$ cat config.mk
export PLATFORM = sky130hd
export DESIGN_NAME = soft_power_wake_control
export DESIGN_NICKNAME = d
export VERILOG_FILES = /design/src/rtl/soft_power_pkg.sv /design/src/rtl/soft_power_wake_control.sv
export SDC_FILE = /design/constraint.sdc
export NUM_CORES = 1
export LEC_CHECK = 0
export CORE_ASPECT_RATIO = 1.25
export CORE_UTILIZATION = 60
export CTS_CLUSTER_DIAMETER = 40
export DETAILED_ROUTE_END_ITERATION = 10
export DONT_BUFFER_PORTS = 1
export GPL_TIMING_DRIVEN = 0
export PLACE_DENSITY_LB_ADDON = 0.25
export SYNTH_ARGS = -nofsm -noshare
export SYNTH_HDL_FRONTEND = slang
export SYNTH_SLANG_ARGS = --single-unit
$ cat constraint.sdc
create_clock -name ref_clk -period 7 [get_ports ref_clk]
set_input_delay 0.7 -clock ref_clk [delete_from_list [all_inputs] [get_ports ref_clk]]
set_output_delay 0.7 -clock ref_clk [all_outputs]
set_load 0.01 [all_outputs]
$ cat src/rtl/soft_power_pkg.sv
// constants and carrier types for the soft power and wake control block
`default_nettype none
package soft_power_pkg;
    // configuration register offsets
    localparam logic [7:0] OFS_WAKE_ENABLE_ONE = 8'hb0;
    localparam logic [7:0] OFS_WAKE_ENABLE_TWO = 8'hb1;
    localparam logic [7:0] OFS_WAKE_STATUS_ONE = 8'hb2;
    localparam logic [7:0] OFS_WAKE_STATUS_TWO = 8'hb3;
    localparam logic [7:0] OFS_SECOND_DELAY = 8'hb8;
    localparam logic [7:0] OFS_WATCHDOG_POWER = 8'hf4;
    // run-time acpi/pme/smi registers (block-local offsets)
    localparam logic [7:0] OFS_PM1_STATUS = 8'h00;
    localparam logic [7:0] OFS_PM1_ENABLE = 8'h02;
    localparam logic [7:0] OFS_ACPI_CONTROL = 8'h04;
    localparam logic [7:0] OFS_GPE_ENABLE = 8'h06;
    localparam logic [7:0] OFS_PME_ENABLE = 8'h08;
    localparam logic [7:0] OFS_SMI_ENABLE_TWO = 8'h0a;
    localparam logic [7:0] OFS_IRQ_MUX = 8'h0c;
    // field positions
    localparam int BIT_OFF_ENABLE = 0;
    localparam int BIT_FORCE_OFF = 4;
    localparam int BIT_FORCE_ON = 6;
    localparam int BIT_SOFTWARE_POWER_OFF = 7;
    localparam int BIT_RESTART_COUNT = 6;
    localparam int BIT_STOP_COUNT = 5;
    localparam int BIT_BUTTON_STS = 0;
    localparam int BIT_OVERRIDE_STS = 1;
    localparam int BIT_ACPI_ROUTE = 0;
    localparam int BIT_GPE_ROUTE = 0;
    localparam int BIT_DEVICE_IRQ_WAKE = 0;
    localparam int BIT_SMI_TO_PME = 0;
    localparam int BIT_LEGACY_ROUTE = 7;
    localparam int BIT_MUX_ON_PIN = 0;
    localparam int BIT_MUX_ACTIVE_HIGH = 1;
    localparam int BIT_MUX_PUSH_PULL = 2;
    // wake source index in the 16-bit enable/status pair
    localparam int WAKE_COUNT = 12;
    localparam int WS_BUTTON = 10;
    localparam int WS_STANDBY_POR = 11;
    // reset values
    localparam logic [7:0] RST_WAKE_ENABLE_ONE = 8'h00;
    localparam logic [7:0] RST_WAKE_ENABLE_TWO = 8'h01;
    localparam logic [7:0] RST_SECOND_DELAY = 8'h00;
    localparam logic [7:0] RST_ZERO = 8'h00;
    // timing
    localparam int REF_CLK_HZ = 40_000_000;
    localparam int SLOW_CLK_HZ = 32_768;
    localparam int SLOW_DIV = REF_CLK_HZ / SLOW_CLK_HZ;
    localparam int DEBOUNCE_SLOW_TICKS = 8;
    localparam int DELAY_STEP_MS = 500;
    localparam int OVERRIDE_TICK_MS = 500;
    localparam int OVERRIDE_MIN_MS = 4000;
    localparam int OVERRIDE_TICKS = (OVERRIDE_MIN_MS + OVERRIDE_TICK_MS - 1) / OVERRIDE_TICK_MS;
    localparam int TICK_SLOW = SLOW_CLK_HZ * OVERRIDE_TICK_MS / 1000;
    // wake pins, raw (active low where the pin is)
    typedef struct packed {
        logic ring_one_n;
        logic ring_two_n;
        logic kbd_clk;
        logic mouse_clk;
        logic group_irq_one;
        logic group_irq_two;
        logic ir_rx_two;
        logic uart_rx_one;
        logic uart_rx_two;
        logic ring_n;
    } wake_pins_s;
    typedef struct packed {
        logic rd;
        logic wr;
        logic [7:0] addr;
        logic [7:0] wdata;
    } reg_req_s;
    typedef struct packed {
        logic sci_pin_oe;
        logic sci_pin_out;
        logic sci_irq;
        logic smi;
    } event_out_s;
endpackage
`default_nettype wire

$ cat src/rtl/soft_power_wake_control.sv
// soft power manager: wake sources, button off and override, sci/smi routing
//
// Contract
// - falling edge on button or enabled wake source drives power request low
// - wake sources are rings, kbd/mouse clocks, group irqs, ir, uart rx, button, por
// - force-on bit makes a standby reset turn power on
// - force-off bit makes a standby reset leave the request floating
// - a debounced button press turns power off while button-off enable is set
// - button-off enable resets to one
// - writing software power off bit turns power off
// - control bits 7..5 are software off, restart count, stop count
// - enables at b0 and b1, status at b2 and b3
// - status sets on every event, only enabled events and the button power on
// - second delay spans 500 ms to 128 s, resets to 500 ms
// - configuration registers except wake status reset only by battery reset
// - power state flip-flop survives on battery
// - override timer counts while button high, clears on release, 0.5 s steps
// - override fires after 4 to 4.5 s held and clears the power state
// - enabled override sets its status, clears button status, powers off
// - override status clears on write of one, zero is ignored
// - acpi route sends events to sci, legacy route to smi, both allowed
// - sci goes to pin or parallel irq, polarity and drive from mux register
// - button has acpi status and enable raising sci
// - gpe route lets pme events raise sci; smi events also with two enables
// - acpi status clears by write one and standby reset
// - acpi status raises sci only while enabled; it raises smi whenever legacy route is set
`default_nettype none
module soft_power_wake_control
    import soft_power_pkg::*;
#(
    parameter int DEBOUNCE_TICKS = DEBOUNCE_SLOW_TICKS
) (
    // clock and resets
    input wire logic ref_clk,
    input wire logic rst,
    input wire logic battery_rst,
    // register access
    input wire soft_power_pkg::reg_req_s cfg_req,
    input wire soft_power_pkg::reg_req_s acpi_req,
    output logic [7:0] cfg_rdata,
    output logic [7:0] acpi_rdata,
    // pins
    input wire logic button_in,
    input wire soft_power_pkg::wake_pins_s wake_pins,
    input wire logic smi_events,
    output logic power_on_request_n,
    output logic power_on_request_oe,
    output soft_power_pkg::event_out_s events,
    output logic restart_count,
    output logic stop_count,
    output logic [7:0] second_delay_ms_steps
);
    import soft_power_pkg::*;

    localparam int NSYNC = 11;

    ////////////////////////////////////////////////////////////////////////
    // battery domain state: reset only by battery_rst
    typedef struct packed {
        logic [7:0] en_one;
        logic [7:0] en_two;
        logic [7:0] delay;
        logic [7:0] wdt;
        logic power_on;
        logic override_en;
    } bat_s;

    // standby domain state: reset by rst (standby power-on)
    typedef struct packed {
        logic [NSYNC-1:0] s1;
        logic [NSYNC-1:0] s2;
        logic [NSYNC-1:0] prev;
        logic [15:0] slow_div;
        logic slow_tick;
        logic [3:0] deb_cnt;
        logic btn_stable;
        logic [15:0] half_sec;
        logic [3:0] ovr_cnt;
        logic [15:0] wsts;
        logic [1:0] pm1_sts;
        logic [1:0] pm1_en;
        logic acpi_route;
        logic gpe_route;
        logic dev_wake;
        logic smi_pme;
        logic legacy_route;
        logic [2:0] mux;
        logic por_pending;
        logic [7:0] cfg_rdata;
        logic [7:0] acpi_rdata;
        event_out_s ev;
        logic req_n;
        logic req_oe;
    } sb_s;

    bat_s b_q, b_d;
    sb_s s_q, s_d;

    logic [NSYNC-1:0] raw;
    logic [NSYNC-1:0] fall;
    logic [WAKE_COUNT-1:0] wake_evt;
    logic [15:0] en_all;
    logic btn_press, override_fire, pwr_off, pwr_on_evt, sci_src, sci_level;

    assign raw = {button_in, wake_pins};

    ////////////////////////////////////////////////////////////////////////
    always_comb begin
        s_d = s_q;
        b_d = b_q;
        en_all = {b_q.en_two, b_q.en_one};
        // two flops before any edge logic
        s_d.s1 = raw;
        s_d.s2 = s_q.s1;
        s_d.prev = s_q.s2;
        fall = s_q.prev & ~s_q.s2;
        // slow clock derived from ref_clk
        s_d.slow_tick = 1'b0;
        if (s_q.slow_div == 16'(SLOW_DIV - 1)) begin
            s_d.slow_div = 16'h0000;
            s_d.slow_tick = 1'b1;
        end else begin
            s_d.slow_div = s_q.slow_div + 16'h0001;
        end
        // button debounce on slow ticks
        btn_press = 1'b0;
        if (s_q.s2[NSYNC-1] == s_q.btn_stable) begin
            s_d.deb_cnt = 4'h0;
        end else if (s_q.slow_tick) begin
            if (s_q.deb_cnt == 4'(DEBOUNCE_TICKS - 1)) begin
                s_d.deb_cnt = 4'h0;
                s_d.btn_stable = s_q.s2[NSYNC-1];
                btn_press = ~s_q.s2[NSYNC-1];
            end else begin
                s_d.deb_cnt = s_q.deb_cnt + 4'h1;
            end
        end
        // override timer, half-second ticks while button held high
        override_fire = 1'b0;
        if (!s_q.btn_stable) begin
            s_d.half_sec = 16'h0000;
            s_d.ovr_cnt = 4'h0;
        end else if (s_q.slow_tick) begin
            if (s_q.half_sec == 16'(TICK_SLOW - 1)) begin
                s_d.half_sec = 16'h0000;
                if (s_q.ovr_cnt != 4'hf) begin
                    s_d.ovr_cnt = s_q.ovr_cnt + 4'h1;
                end
                // fires once, between 4 and 4.5 s
                override_fire = (s_q.ovr_cnt == 4'(OVERRIDE_TICKS - 1));
            end else begin
                s_d.half_sec = s_q.half_sec + 16'h0001;
            end
        end
        // wake events, status sets whether enabled or not
        wake_evt = {s_q.por_pending, btn_press, fall[9:0]};
        s_d.por_pending = 1'b0;
        for (int i = 0; i < WAKE_COUNT; i++) begin
            if (wake_evt[i]) begin
                s_d.wsts[i] = 1'b1;
            end
        end
        // the button wakes with no enable bit, only the other sources need one
        pwr_on_evt = |(wake_evt & en_all[WAKE_COUNT-1:0]) | btn_press;
        // button and override power-off, each gated by its enable
        pwr_off = (btn_press & b_q.en_two[BIT_OFF_ENABLE] & b_q.power_on)
            | (override_fire & b_q.override_en);
        // acpi status: write one clears, hardware set wins
        if (acpi_req.wr && acpi_req.addr == OFS_PM1_STATUS) begin
            s_d.pm1_sts = s_q.pm1_sts & ~acpi_req.wdata[1:0];
        end
        if (btn_press) begin
            s_d.pm1_sts[BIT_BUTTON_STS] = 1'b1;
        end
        if (override_fire && b_q.override_en) begin
            s_d.pm1_sts[BIT_OVERRIDE_STS] = 1'b1;
            s_d.pm1_sts[BIT_BUTTON_STS] = 1'b0;
        end
        // software power off
        if (cfg_req.wr && cfg_req.addr == OFS_WATCHDOG_POWER
            && cfg_req.wdata[BIT_SOFTWARE_POWER_OFF]) begin
            pwr_off = 1'b1;
        end
        // power state flip-flop lives in the battery domain
        if (pwr_off) begin
            b_d.power_on = 1'b0;
        end else if (pwr_on_evt && !b_q.power_on) begin
            b_d.power_on = 1'b1;
        end
        if (s_q.por_pending) begin
            if (b_q.en_two[BIT_FORCE_ON]) begin
                b_d.power_on = 1'b1;
            end else if (b_q.en_two[BIT_FORCE_OFF]) begin
                b_d.power_on = 1'b0;
            end
        end
        // request active low, floated when off so main power stays off
        s_d.req_n = ~b_d.power_on;
        s_d.req_oe = b_d.power_on;
        // configuration writes
        if (cfg_req.wr) begin
            case (cfg_req.addr)
                OFS_WAKE_ENABLE_ONE: b_d.en_one = cfg_req.wdata;
                OFS_WAKE_ENABLE_TWO: b_d.en_two = cfg_req.wdata;
                OFS_SECOND_DELAY: b_d.delay = cfg_req.wdata;
                OFS_WATCHDOG_POWER: b_d.wdt = {1'b0, cfg_req.wdata[6:0]};
                OFS_WAKE_STATUS_ONE: s_d.wsts[7:0] = s_d.wsts[7:0] & ~cfg_req.wdata;
                OFS_WAKE_STATUS_TWO: s_d.wsts[15:8] = s_d.wsts[15:8] & ~cfg_req.wdata;
                default: ;
            endcase
            // wake status keeps events that land in the clearing cycle
            for (int i = 0; i < WAKE_COUNT; i++) begin
                if (wake_evt[i]) begin
                    s_d.wsts[i] = 1'b1;
                end
            end
        end
        s_d.cfg_rdata = 8'h00;
        if (cfg_req.rd) begin
            case (cfg_req.addr)
                OFS_WAKE_ENABLE_ONE: s_d.cfg_rdata = b_q.en_one;
                OFS_WAKE_ENABLE_TWO: s_d.cfg_rdata = b_q.en_two;
                OFS_WAKE_STATUS_ONE: s_d.cfg_rdata = s_q.wsts[7:0];
                OFS_WAKE_STATUS_TWO: s_d.cfg_rdata = s_q.wsts[15:8];
                OFS_SECOND_DELAY: s_d.cfg_rdata = b_q.delay;
                OFS_WATCHDOG_POWER: s_d.cfg_rdata = b_q.wdt;
                default: s_d.cfg_rdata = 8'h00;
            endcase
        end
        // acpi run-time register writes
        if (acpi_req.wr) begin
            case (acpi_req.addr)
                OFS_PM1_ENABLE: begin
                    s_d.pm1_en = acpi_req.wdata[1:0];
                    b_d.override_en = acpi_req.wdata[BIT_OVERRIDE_STS];
                end
                OFS_ACPI_CONTROL: s_d.acpi_route = acpi_req.wdata[BIT_ACPI_ROUTE];
                OFS_GPE_ENABLE: s_d.gpe_route = acpi_req.wdata[BIT_GPE_ROUTE];
                OFS_PME_ENABLE: s_d.dev_wake = acpi_req.wdata[BIT_DEVICE_IRQ_WAKE];
                OFS_SMI_ENABLE_TWO: begin
                    s_d.smi_pme = acpi_req.wdata[BIT_SMI_TO_PME];
                    s_d.legacy_route = acpi_req.wdata[BIT_LEGACY_ROUTE];
                end
                OFS_IRQ_MUX: s_d.mux = acpi_req.wdata[2:0];
                default: ;
            endcase
        end
        s_d.acpi_rdata = 8'h00;
        if (acpi_req.rd) begin
            case (acpi_req.addr)
                OFS_PM1_STATUS: s_d.acpi_rdata = {6'h00, s_q.pm1_sts};
                OFS_PM1_ENABLE: s_d.acpi_rdata = {6'h00, s_q.pm1_en};
                OFS_ACPI_CONTROL: s_d.acpi_rdata = {7'h00, s_q.acpi_route};
                OFS_GPE_ENABLE: s_d.acpi_rdata = {7'h00, s_q.gpe_route};
                OFS_PME_ENABLE: s_d.acpi_rdata = {7'h00, s_q.dev_wake};
                OFS_SMI_ENABLE_TWO: s_d.acpi_rdata = {s_q.legacy_route, 6'h00, s_q.smi_pme};
                OFS_IRQ_MUX: s_d.acpi_rdata = {5'h00, s_q.mux};
                default: s_d.acpi_rdata = 8'h00;
            endcase
        end
        // event routing
        sci_src = |(s_q.pm1_sts & s_q.pm1_en)
            | (s_q.gpe_route & |(s_q.wsts[WAKE_COUNT-1:0] & en_all[WAKE_COUNT-1:0]))
            | (s_q.dev_wake & s_q.smi_pme & smi_events);
        sci_level = s_q.acpi_route & sci_src;
        s_d.ev.smi = s_q.legacy_route & (smi_events | (|s_q.pm1_sts));
        // pin vs parallel irq, polarity, drive type
        s_d.ev.sci_irq = ~s_q.mux[BIT_MUX_ON_PIN] & sci_level;
        s_d.ev.sci_pin_out = s_q.mux[BIT_MUX_ACTIVE_HIGH] ? sci_level : ~sci_level;
        // open drain drives only while the pin is to sit low
        s_d.ev.sci_pin_oe = s_q.mux[BIT_MUX_ON_PIN]
            & (s_q.mux[BIT_MUX_PUSH_PULL] | (s_q.mux[BIT_MUX_ACTIVE_HIGH] ^ sci_level));
    end

    ////////////////////////////////////////////////////////////////////////
    // battery-backed state; power_on reset value is off
    always_ff @(posedge ref_clk or posedge battery_rst) begin
        if (battery_rst) begin
            b_q <= '{en_one: RST_WAKE_ENABLE_ONE, en_two: RST_WAKE_ENABLE_TWO,
                     delay: RST_SECOND_DELAY, wdt: RST_ZERO, power_on: 1'b0,
                     override_en: 1'b0};
        end else begin
            b_q <= b_d;
        end
    end

    // standby state; a standby reset leaves a pending por event
    always_ff @(posedge ref_clk or posedge rst) begin
        if (rst) begin
            s_q <= '0;
            // idle levels: button low, wake pins high, so no false edge
            s_q.s1 <= {1'b0, {(NSYNC-1){1'b1}}};
            s_q.s2 <= {1'b0, {(NSYNC-1){1'b1}}};
            s_q.prev <= {1'b0, {(NSYNC-1){1'b1}}};
            s_q.req_n <= 1'b1;
            s_q.ev.sci_pin_out <= 1'b1;
            s_q.por_pending <= 1'b1;
        end else begin
            s_q <= s_d;
        end
    end

    assign cfg_rdata = s_q.cfg_rdata;
    assign acpi_rdata = s_q.acpi_rdata;
    assign power_on_request_n = s_q.req_n;
    assign power_on_request_oe = s_q.req_oe;
    assign events = s_q.ev;
    assign restart_count = b_q.wdt[BIT_RESTART_COUNT];
    assign stop_count = b_q.wdt[BIT_STOP_COUNT];
    assign second_delay_ms_steps = b_q.delay;
endmodule
`default_nettype wire

Word level (Yosys, flattened, before mapping)
Index checks and enable logic that the tools add are counted.
Word-level totals
  register bits after elaboration: 158
  input port bits: 51
  output and inout bits: 32
  word-level logic and storage cells: 177
Cells by class
  add/sub/neg operators: 4
  equal/unequal tests: 21
  multiplexer cells: 58
  bitwise logic cells: 32
  reduce and logical (&&, ||, !) cells: 27
Operators with widths (number)
  one-hot mux 8 bit (7 select lines): 1
  == test 8 bit, second input constant: 6
  one-hot mux 8 bit (6 select lines): 1
  two-way mux 1 bit: 40
  two-way mux 20 bit: 2
  adder 16 x 1 -> 16 bit, second input constant: 2
  two-way mux 16 bit: 2
  bitwise AND 12 bit: 2
  == test 8 x 4 -> 1 bit, second input constant: 3
  two-way mux 8 bit: 3
  OR reduction 12 bit: 2
  AND reduction 2 bit: 11
  two-way mux 4 bit: 5
  bitwise AND 8 bit: 2
  == test 16 x 11 -> 1 bit, second input constant: 1
  == test 16 x 14 -> 1 bit, second input constant: 1
  == test 8 x 3 -> 1 bit, second input constant: 2
  two-way mux 12 bit: 1
  bitwise AND 1 bit: 10
  bitwise AND 10 bit: 1
  NOT 10 bit: 1
  adder 4 x 1 -> 4 bit, second input constant: 2
  == test 4 x 3 -> 1 bit, second input constant: 2
  == test 8 x 2 -> 1 bit, second input constant: 1
  18 further kinds: 38

Logic depth before layout (Yosys ltp)
Gate-level depths: netlist (run 1).
  depth in word-level cells: 14
  mapped depth: 6
  mapped depth without buffers: 5

Worst setup path before layout (run 1)
No wires, ideal clock.
  path kind: in2reg
  start point: input acpi_req[13] in the netlist's numbering
  end point: register b_q[0] in the netlist's numbering
  setup time: 125 ps
  arrival time: 2140 ps
  required time: 6875 ps
  slack: 4735 ps
  stages on the path: 4
  buffers on the path: 0
  cell sequence: or4_1 > nor3b_1 > and3_1 > mux2_2
Between the ends
  cells in the longest elaborated chain, start to end: 2
RTL lines
  start, declared: RTL line soft_power_wake_control.sv:39  | input wire soft_power_pkg::reg_req_s acpi_req,
  == test 8 x 2 -> 1 bit: RTL line soft_power_wake_control.sv:232  | case (acpi_req.addr)
  AND reduction 2 bit (no source line)
  end signal, assigned: RTL line soft_power_wake_control.sv:279  | b_q <= '{en_one: RST_WAKE_ENABLE_ONE, en_two: RST_WAKE_ENABLE_TWO,
  end, declared: RTL line soft_power_wake_control.sv:96  | bat_s b_q, b_d;
Every way passes these cells.
A chain may end at the register's enable or synchronous reset.

Worst setup path after layout (run 1)
  start point: input cfg_req[15] in the netlist's numbering
  end point: register b_q[5] in the netlist's numbering
Between the ends
  cells in the longest elaborated chain, start to end: 2
RTL lines
  start, declared: RTL line soft_power_wake_control.sv:38  | input wire soft_power_pkg::reg_req_s cfg_req,
  == test 8 bit: RTL line soft_power_wake_control.sv:202  | case (cfg_req.addr)
  AND reduction 2 bit (no source line)
Every way passes these cells.

==> run summary, run 1 <==
clk_lat worst skew - 0.43 ns
final WL - 15.6 mm
Finished Core Util - 0.701
largest family of logic cells by synthesized area - simple AND/OR/NAND/NOR gates
Slew Limit Fails - 0
vias in the first global route - 5041
post-synthesis cell type count - 65
required time worst endpoint - 7.30 ns
hold_ws - 0.101 ns
router iterations before antenna repair - 5
kind of end point of the critical path - register
Power Density - 254 mW/mm²
Synth area leader - dfrtp_1
root buf cell - clkbuf_16
# diodes - 0
dpl cells - 746
wire per inst - 20.0 µm
Top Usage Layer GRT - met2
initial antenna violation count - 0
total die area - 0.0121 mm²
ratio of cells with drive above 1 in the final layout - 0.264
CTS tree - yes
most frequent cell after synthesis - dfrtp_1
achievable clock frequency - 408 MHz
post-route insts no fill - 778
Cell Rows - 43
Die Ht - 123 µm
post-layout worst setup margin - 4.55 ns
compound-gate portion of the synthesized area - 0.0901
post-cts repair resize count - 0
Final Hold Vio Count - 0
post-route DRC violation count - 0
maximum root-to-sink buffer count - 2
initial core utilization - 0.625
CORE AREA - 0.0112 mm²
final-report setup violation count - 0
Post-Synth Adder-Cell Area - 0.00713
Placed Area - 0.00725 mm²
Synth Area in Simple Gates - 0.169
power consumption - 2.00 mW
M3 GR Usage - 0.0757
final HPWL from detailed placement - 10.6 mm
Vias/cell - 6.34
worst r2r path cells - 6
DRT iter0 DRCs - 343
worst-path fanout max - 9
critical path class - in2reg
# fillers - 767
Detail Route Antenna Nets - 0
Critical Path Start Type - input pin
XOR/XNOR share of the synthesized area - 0.0324
largest net degree at the start of global routing - 94
global-route usage over all layers - 0.276
clk_skew - 0.0130 ns
fin crit period - 2.45 ns
clock sink total - 154
Syn-to-layout area delta - 12.3%
via count - 4929
post-synthesis instance total - 605
Main synth FF type - dfrtp_1
Chip Width - 98.8 µm
RSZ-0062 raised after global routing - false
top cells by area, synth - dfrtp_1 (43%), dfstp_2 (13%), mux2_2 (8.0%)
Final #Nets - 685
Lkg Pwr - 3.43 nW
Synth top cells by count - dfrtp_1 (120), mux2_2 (50), nand2_1 (37), dfstp_2 (34), nand3b_1 (29)
# IOs - 83
CTS Buf Count - 17
post-synthesis mux area share - 0.0930
sequential area share after synthesis - 0.555
met2 usage - 0.471
Final Cycle Share - 0.350
area fraction of the dominant cell type after synthesis - 0.428
Post-CTS Repair Setup Buffers - 0
Reg clk slew, reported paths - 0.06 ns
YS warnings - 0
Worst Path Arrival - 2.76 ns
RD Place Congestion - 0.891
Slew @ Worst Pin - 1.16 ns
pre-CTS WS - 4.19 ns
Max Cap Viol - 0
htree depth - 4
syn avg cell area - 11.6 µm²
fin area - 0.00788 mm²
Multi-input gate area - 0.00279 mm²
Mapped Area - 0.00702 mm²
CTS Hold Bufs - 0
EDFF count, synth - 0
Setup TNS Final - 0 ns
Max VDD drop - 0.229 mV
total grt overflow - 0
Seq cells post-synth - 154
Async SR Flop Fraction - 1.00
worst min path class - in2async
grt met1 use - 0.326
Slew headroom - 0.221
first-pass GRT wire length - 25.4 mm
flip-flop and latch area - 0.00390 mm²
status - finished clean
I/O Buffers - 0
==> critical path, cell delays in order <==
cell	delay, ns
nand3_1	0.25
nor4_2	1.04
nand2_2	0.39
mux2_2	0.37
==> state kept, by name (all words and copies together) (netlist names) <==
name	flops
cfg_rdata	8
events	4
second_delay_ms_steps	8
power_on_request_n	1
s_d	22
s_q	81
restart_count	1
power_on_request_oe	1
stop_count	1
b_q	23
acpi_rdata	4
==> cell type report <==
type                            instances  area share
Clock inverter                         10      0.0176
Sequential cell                       154       0.494
Tap cell                              135      0.0214
Inverter                               22      0.0111
Multi-Input combinational cell        387       0.353
Buffer                                 46      0.0363
Timing Repair Buffer                    2     0.00444
Clock buffer                           22      0.0616
==> cell usage in the layout (no fill, tap or decap), types with 6 or more instances in the layout <==
cell       count
dfrtp_1      120
mux2_2        50
nand2_1       37
dfstp_2       34
nand3b_1      29
buf_4         29
nor2_1        28
inv_1         20
clkbuf_16     18
nand3_1       17
xnor2_1       17
a21oi_1       17
clkbuf_1      16
nand4_1       15
o21ai_0       15
a22oi_1       14
a21boi_0      11
and3_1        11
a22o_1        10
mux2i_1        9
xor2_1         9
nor3_1         7
nor4_1         7
nand2b_1       6
==> cell families after synthesis <==
family                     count (synthesis)
buffers and inverters                     68
other                                      1
and+or+nand+nor                          202
adders and majority gates                  4
muxes                                     59
xor gates and xnor gates                  26
AOI/OAI and AO/OA                         91
DFF                                      154
==> power breakdown <==
| part | internal, mW | switching [mW] |
|---|---|---|
| clock | 0.601 | 0.357 |
| combinational | 0.0381 | 0.0551 |
| sequential | 0.928 | 0.0235 |
==> worst paths after layout <==
path	from	end	slack, ns
setup / recovery	cfg_req[15]	b_q[5]$_DFFE_PP0P_	4.55
hold / removal	rst	cfg_rdata[2]$_DFF_PP0_	0.10
setup reg to reg	s_q[55]$_DFFE_PP0P_	power_on_request_oe$_DFF_PP0_	4.91
hold reg to reg	s_d[112]$_DFF_PP1_	s_d[101]$_DFF_PP1_	0.36
max in group asynchronous	rst	s_d[112]$_DFF_PP1_	6.14
min in group ref_clk	wake_pins[4]	s_d[108]$_DFF_PP1_	0.26
==> layer usage <==
layer / share of wire / vias to the layer above
li1: - / 2204
met1: 0.40 / 2487
met2: 0.51 / 194
met3: 0.062 / 44
met4: 0.036 / 0
met5: 0 / -
No activity file was read; power rests on OpenSTA's default activity.
==> run 2, diff against run 1 <==
- ABC_AREA: default -> 1
- clock period: 7 -> 2.3 ns (I/O delays scaled with it)
==> run summary, run 2 <==
Cell Rows - 44
status - finished clean
top cells by area, synth - dfrtp_1 (42%), dfstp_2 (13%), nand2_1 (9.7%)
CTS tree - yes
CORE AREA - 0.0116 mm²
Multi-input gate area - 0.00254 mm²
# IOs - 83
Final Hold Vio Count - 0
Mapped Area - 0.00709 mm²
I/O Buffers - 0
post-synthesis instance total - 804
power consumption - 5.89 mW
via count - 5500
ratio of cells with drive above 1 in the final layout - 0.174
Critical Path Start Type - register
YS warnings - 0
grt met1 use - 0.311
Synth Area in Simple Gates - 0.242
RSZ-0062 raised after global routing - false
XOR/XNOR share of the synthesized area - 0.0161
largest family of logic cells by synthesized area - simple AND/OR/NAND/NOR gates
Vias/cell - 5.48
Reg with most FFs - s_q
wire per inst - 15.0 µm
clk_lat worst skew - 0.42 ns
final-report setup violation count - 0
# fillers - 881
Detail Route Antenna Nets - 0
initial antenna violation count - 0
most frequent cells in the layout - nand2_1 (183), dfrtp_1 (120), inv_1 (91), nor2_1 (83), nand3_1 (53)
worst-path cell chain - ha_1, nand3_1, nor2_1, nand2_1, nand2_1, inv_1, nor2_1, buf_2, nor3_1
maximum root-to-sink buffer count - 2
Max VDD drop - 0.471 mV
post-layout worst setup margin - 0.421 ns
Slew @ Worst Pin - 0.639 ns
syn avg cell area - 8.82 µm²
CTS Buf Count - 17
Seq cells post-synth - 154
post-route DRC violation count - 0
most frequent cell after synthesis - nand2_1
largest net degree at the start of global routing - 46
vias in the first global route - 5392
router iterations before antenna repair - 5
Power Density - 720 mW/mm²
htree depth - 4
flip-flop and latch area - 0.00390 mm²
first-pass GRT wire length - 24.9 mm
final WL - 15.0 mm
achievable clock frequency - 532 MHz
Die Ht - 124 µm
met2 usage - 0.470
DRT iter0 DRCs - 279
Reg clk slew, reported paths - 0.06 ns
post-cts repair resize count - 0
total die area - 0.0123 mm²
slowest CP cell - dfrtp_1
Top Usage Layer GRT - met2
Post-Synth Adder-Cell Area - 0.00706
Crit path buffers/inverters - 2
dpl cells - 949
Synth area leader - dfrtp_1
max FFs per register - 81
required time worst endpoint - 2.59 ns
critical path class - reg2reg
root buf cell - clkbuf_16
Max Cap Viol - 0
initial core utilization - 0.613
post-route insts no fill - 1004
Top delay family on crit path - simple AND/OR/NAND/NOR gates
Chip Width - 99.2 µm
post-synthesis cell type count - 42
RD Place Congestion - 0.922
Slew headroom - 0.571
area fraction of the dominant cell type after synthesis - 0.424
compound-gate portion of the synthesized area - 0.0902
Final Cycle Share - 0.817
Placed Area - 0.00735 mm²
total grt overflow - 0
Main synth FF type - dfrtp_1
Synth top cells by count - nand2_1 (183), dfrtp_1 (120), inv_1 (93), nor2_1 (83), nand3_1 (53)
Final #Nets - 908
# diodes - 0
Syn-to-layout area delta - 15.4%
worst min path class - in2reg
M3 GR Usage - 0.0560
EDFF count, synth - 0
Setup TNS Final - 0 ns
clock sink total - 154
Slew Limit Fails - 0
fin area - 0.00818 mm²
sequential area share after synthesis - 0.550
Finished Core Util - 0.707
Worst Path Arrival - 2.17 ns
final HPWL from detailed placement - 10.8 mm
clk_skew - 0.00665 ns
worst-path fanout max - 10
hold_ws - 0.0335 ns
fin crit period - 1.88 ns
pre-CTS WS - 0.459 ns
CP max stage delay - 0.39 ns
kind of end point of the critical path - register
global-route usage over all layers - 0.265
Lkg Pwr - 3.78 nW
most common cell after layout, fill and taps aside - nand2_1
Async SR Flop Fraction - 1.00
post-synthesis mux area share - 0
==> run 2: final cells by class <==
class	instances	area share
Timing Repair Buffer	26	0.0385
Tap cell	138	0.0211
Sequential cell	154	0.476
Clock inverter	11	0.00979
Inverter	101	0.0471
Multi-Input combinational cell	515	0.311
Buffer	38	0.0349
Clock buffer	21	0.0615
==> run 2: routing by layer <==
layer  share of wire  wire length [µm]  vias to the layer above
li1                -                 -                     2654
met1            0.40              6000                     2620
met2            0.52              7880                      183
met3           0.049               733                       43
met4           0.028               423                        0
met5               0                 0                        -
==> run 2: power by group <==
part           switching, mW  leakage (nW)  internal (mW)
combinational          0.206          1.63          0.123
clock                   1.09         0.283           1.57
sequential            0.0604          1.86           2.83
total                   1.36          3.78           4.53
==> run 2: worst paths after layout <==
| kind | start | to | slack, ns | cells past startpoint |
|---|---|---|---|---|
| worst max-delay path | s_q[56]$_DFFE_PP0P_ | s_q[66]$_DFFE_PP0P_ | 0.42 | 9 |
| worst min register to register | s_d[106]$_DFF_PP1_ | s_d[95]$_DFF_PP1_ | 0.35 | 0 |
| min in group asynchronous | battery_rst | second_delay_ms_steps[3]$_DFFE_PP0P_ | 0.27 | 2 |
| worst max register to register | s_q[56]$_DFFE_PP0P_ | s_q[66]$_DFFE_PP0P_ | 0.42 | 9 |
| worst min-delay path | smi_events | events[0]$_DFF_PP0_ | 0.03 | 2 |
| max in group asynchronous | rst | events[2]$_DFF_PP1_ | 1.28 | 3 |
==> run 2: worst register-to-register path, stage by stage (launching register included) <==
cell and delay [ns]:
dfrtp_1 0.39, ha_1 0.22, nand3_1 0.12, nor2_1 0.22, nand2_1 0.10, nand2_1 0.14
inv_1 0.12, nor2_1 0.13, buf_2 0.23, nor3_1 0.08
==> run 2: cell families (layout without fill, tap and decap cells) <==
kind of cell,after synthesis,after routing
adder cells (fa/ha/maj),4,4
flip-flops,154,154
XOR/XNOR,13,13
buffers and inverters,139,197
AND/OR/NAND/NOR,382,382
AO/OA/AOI/OAI,111,111
other,1,5
==> run 2: repair_timing <==
action                    CTS  global route
hold buffers               21             1
setup buffers               0             0
hold endpoints to repair   39            14
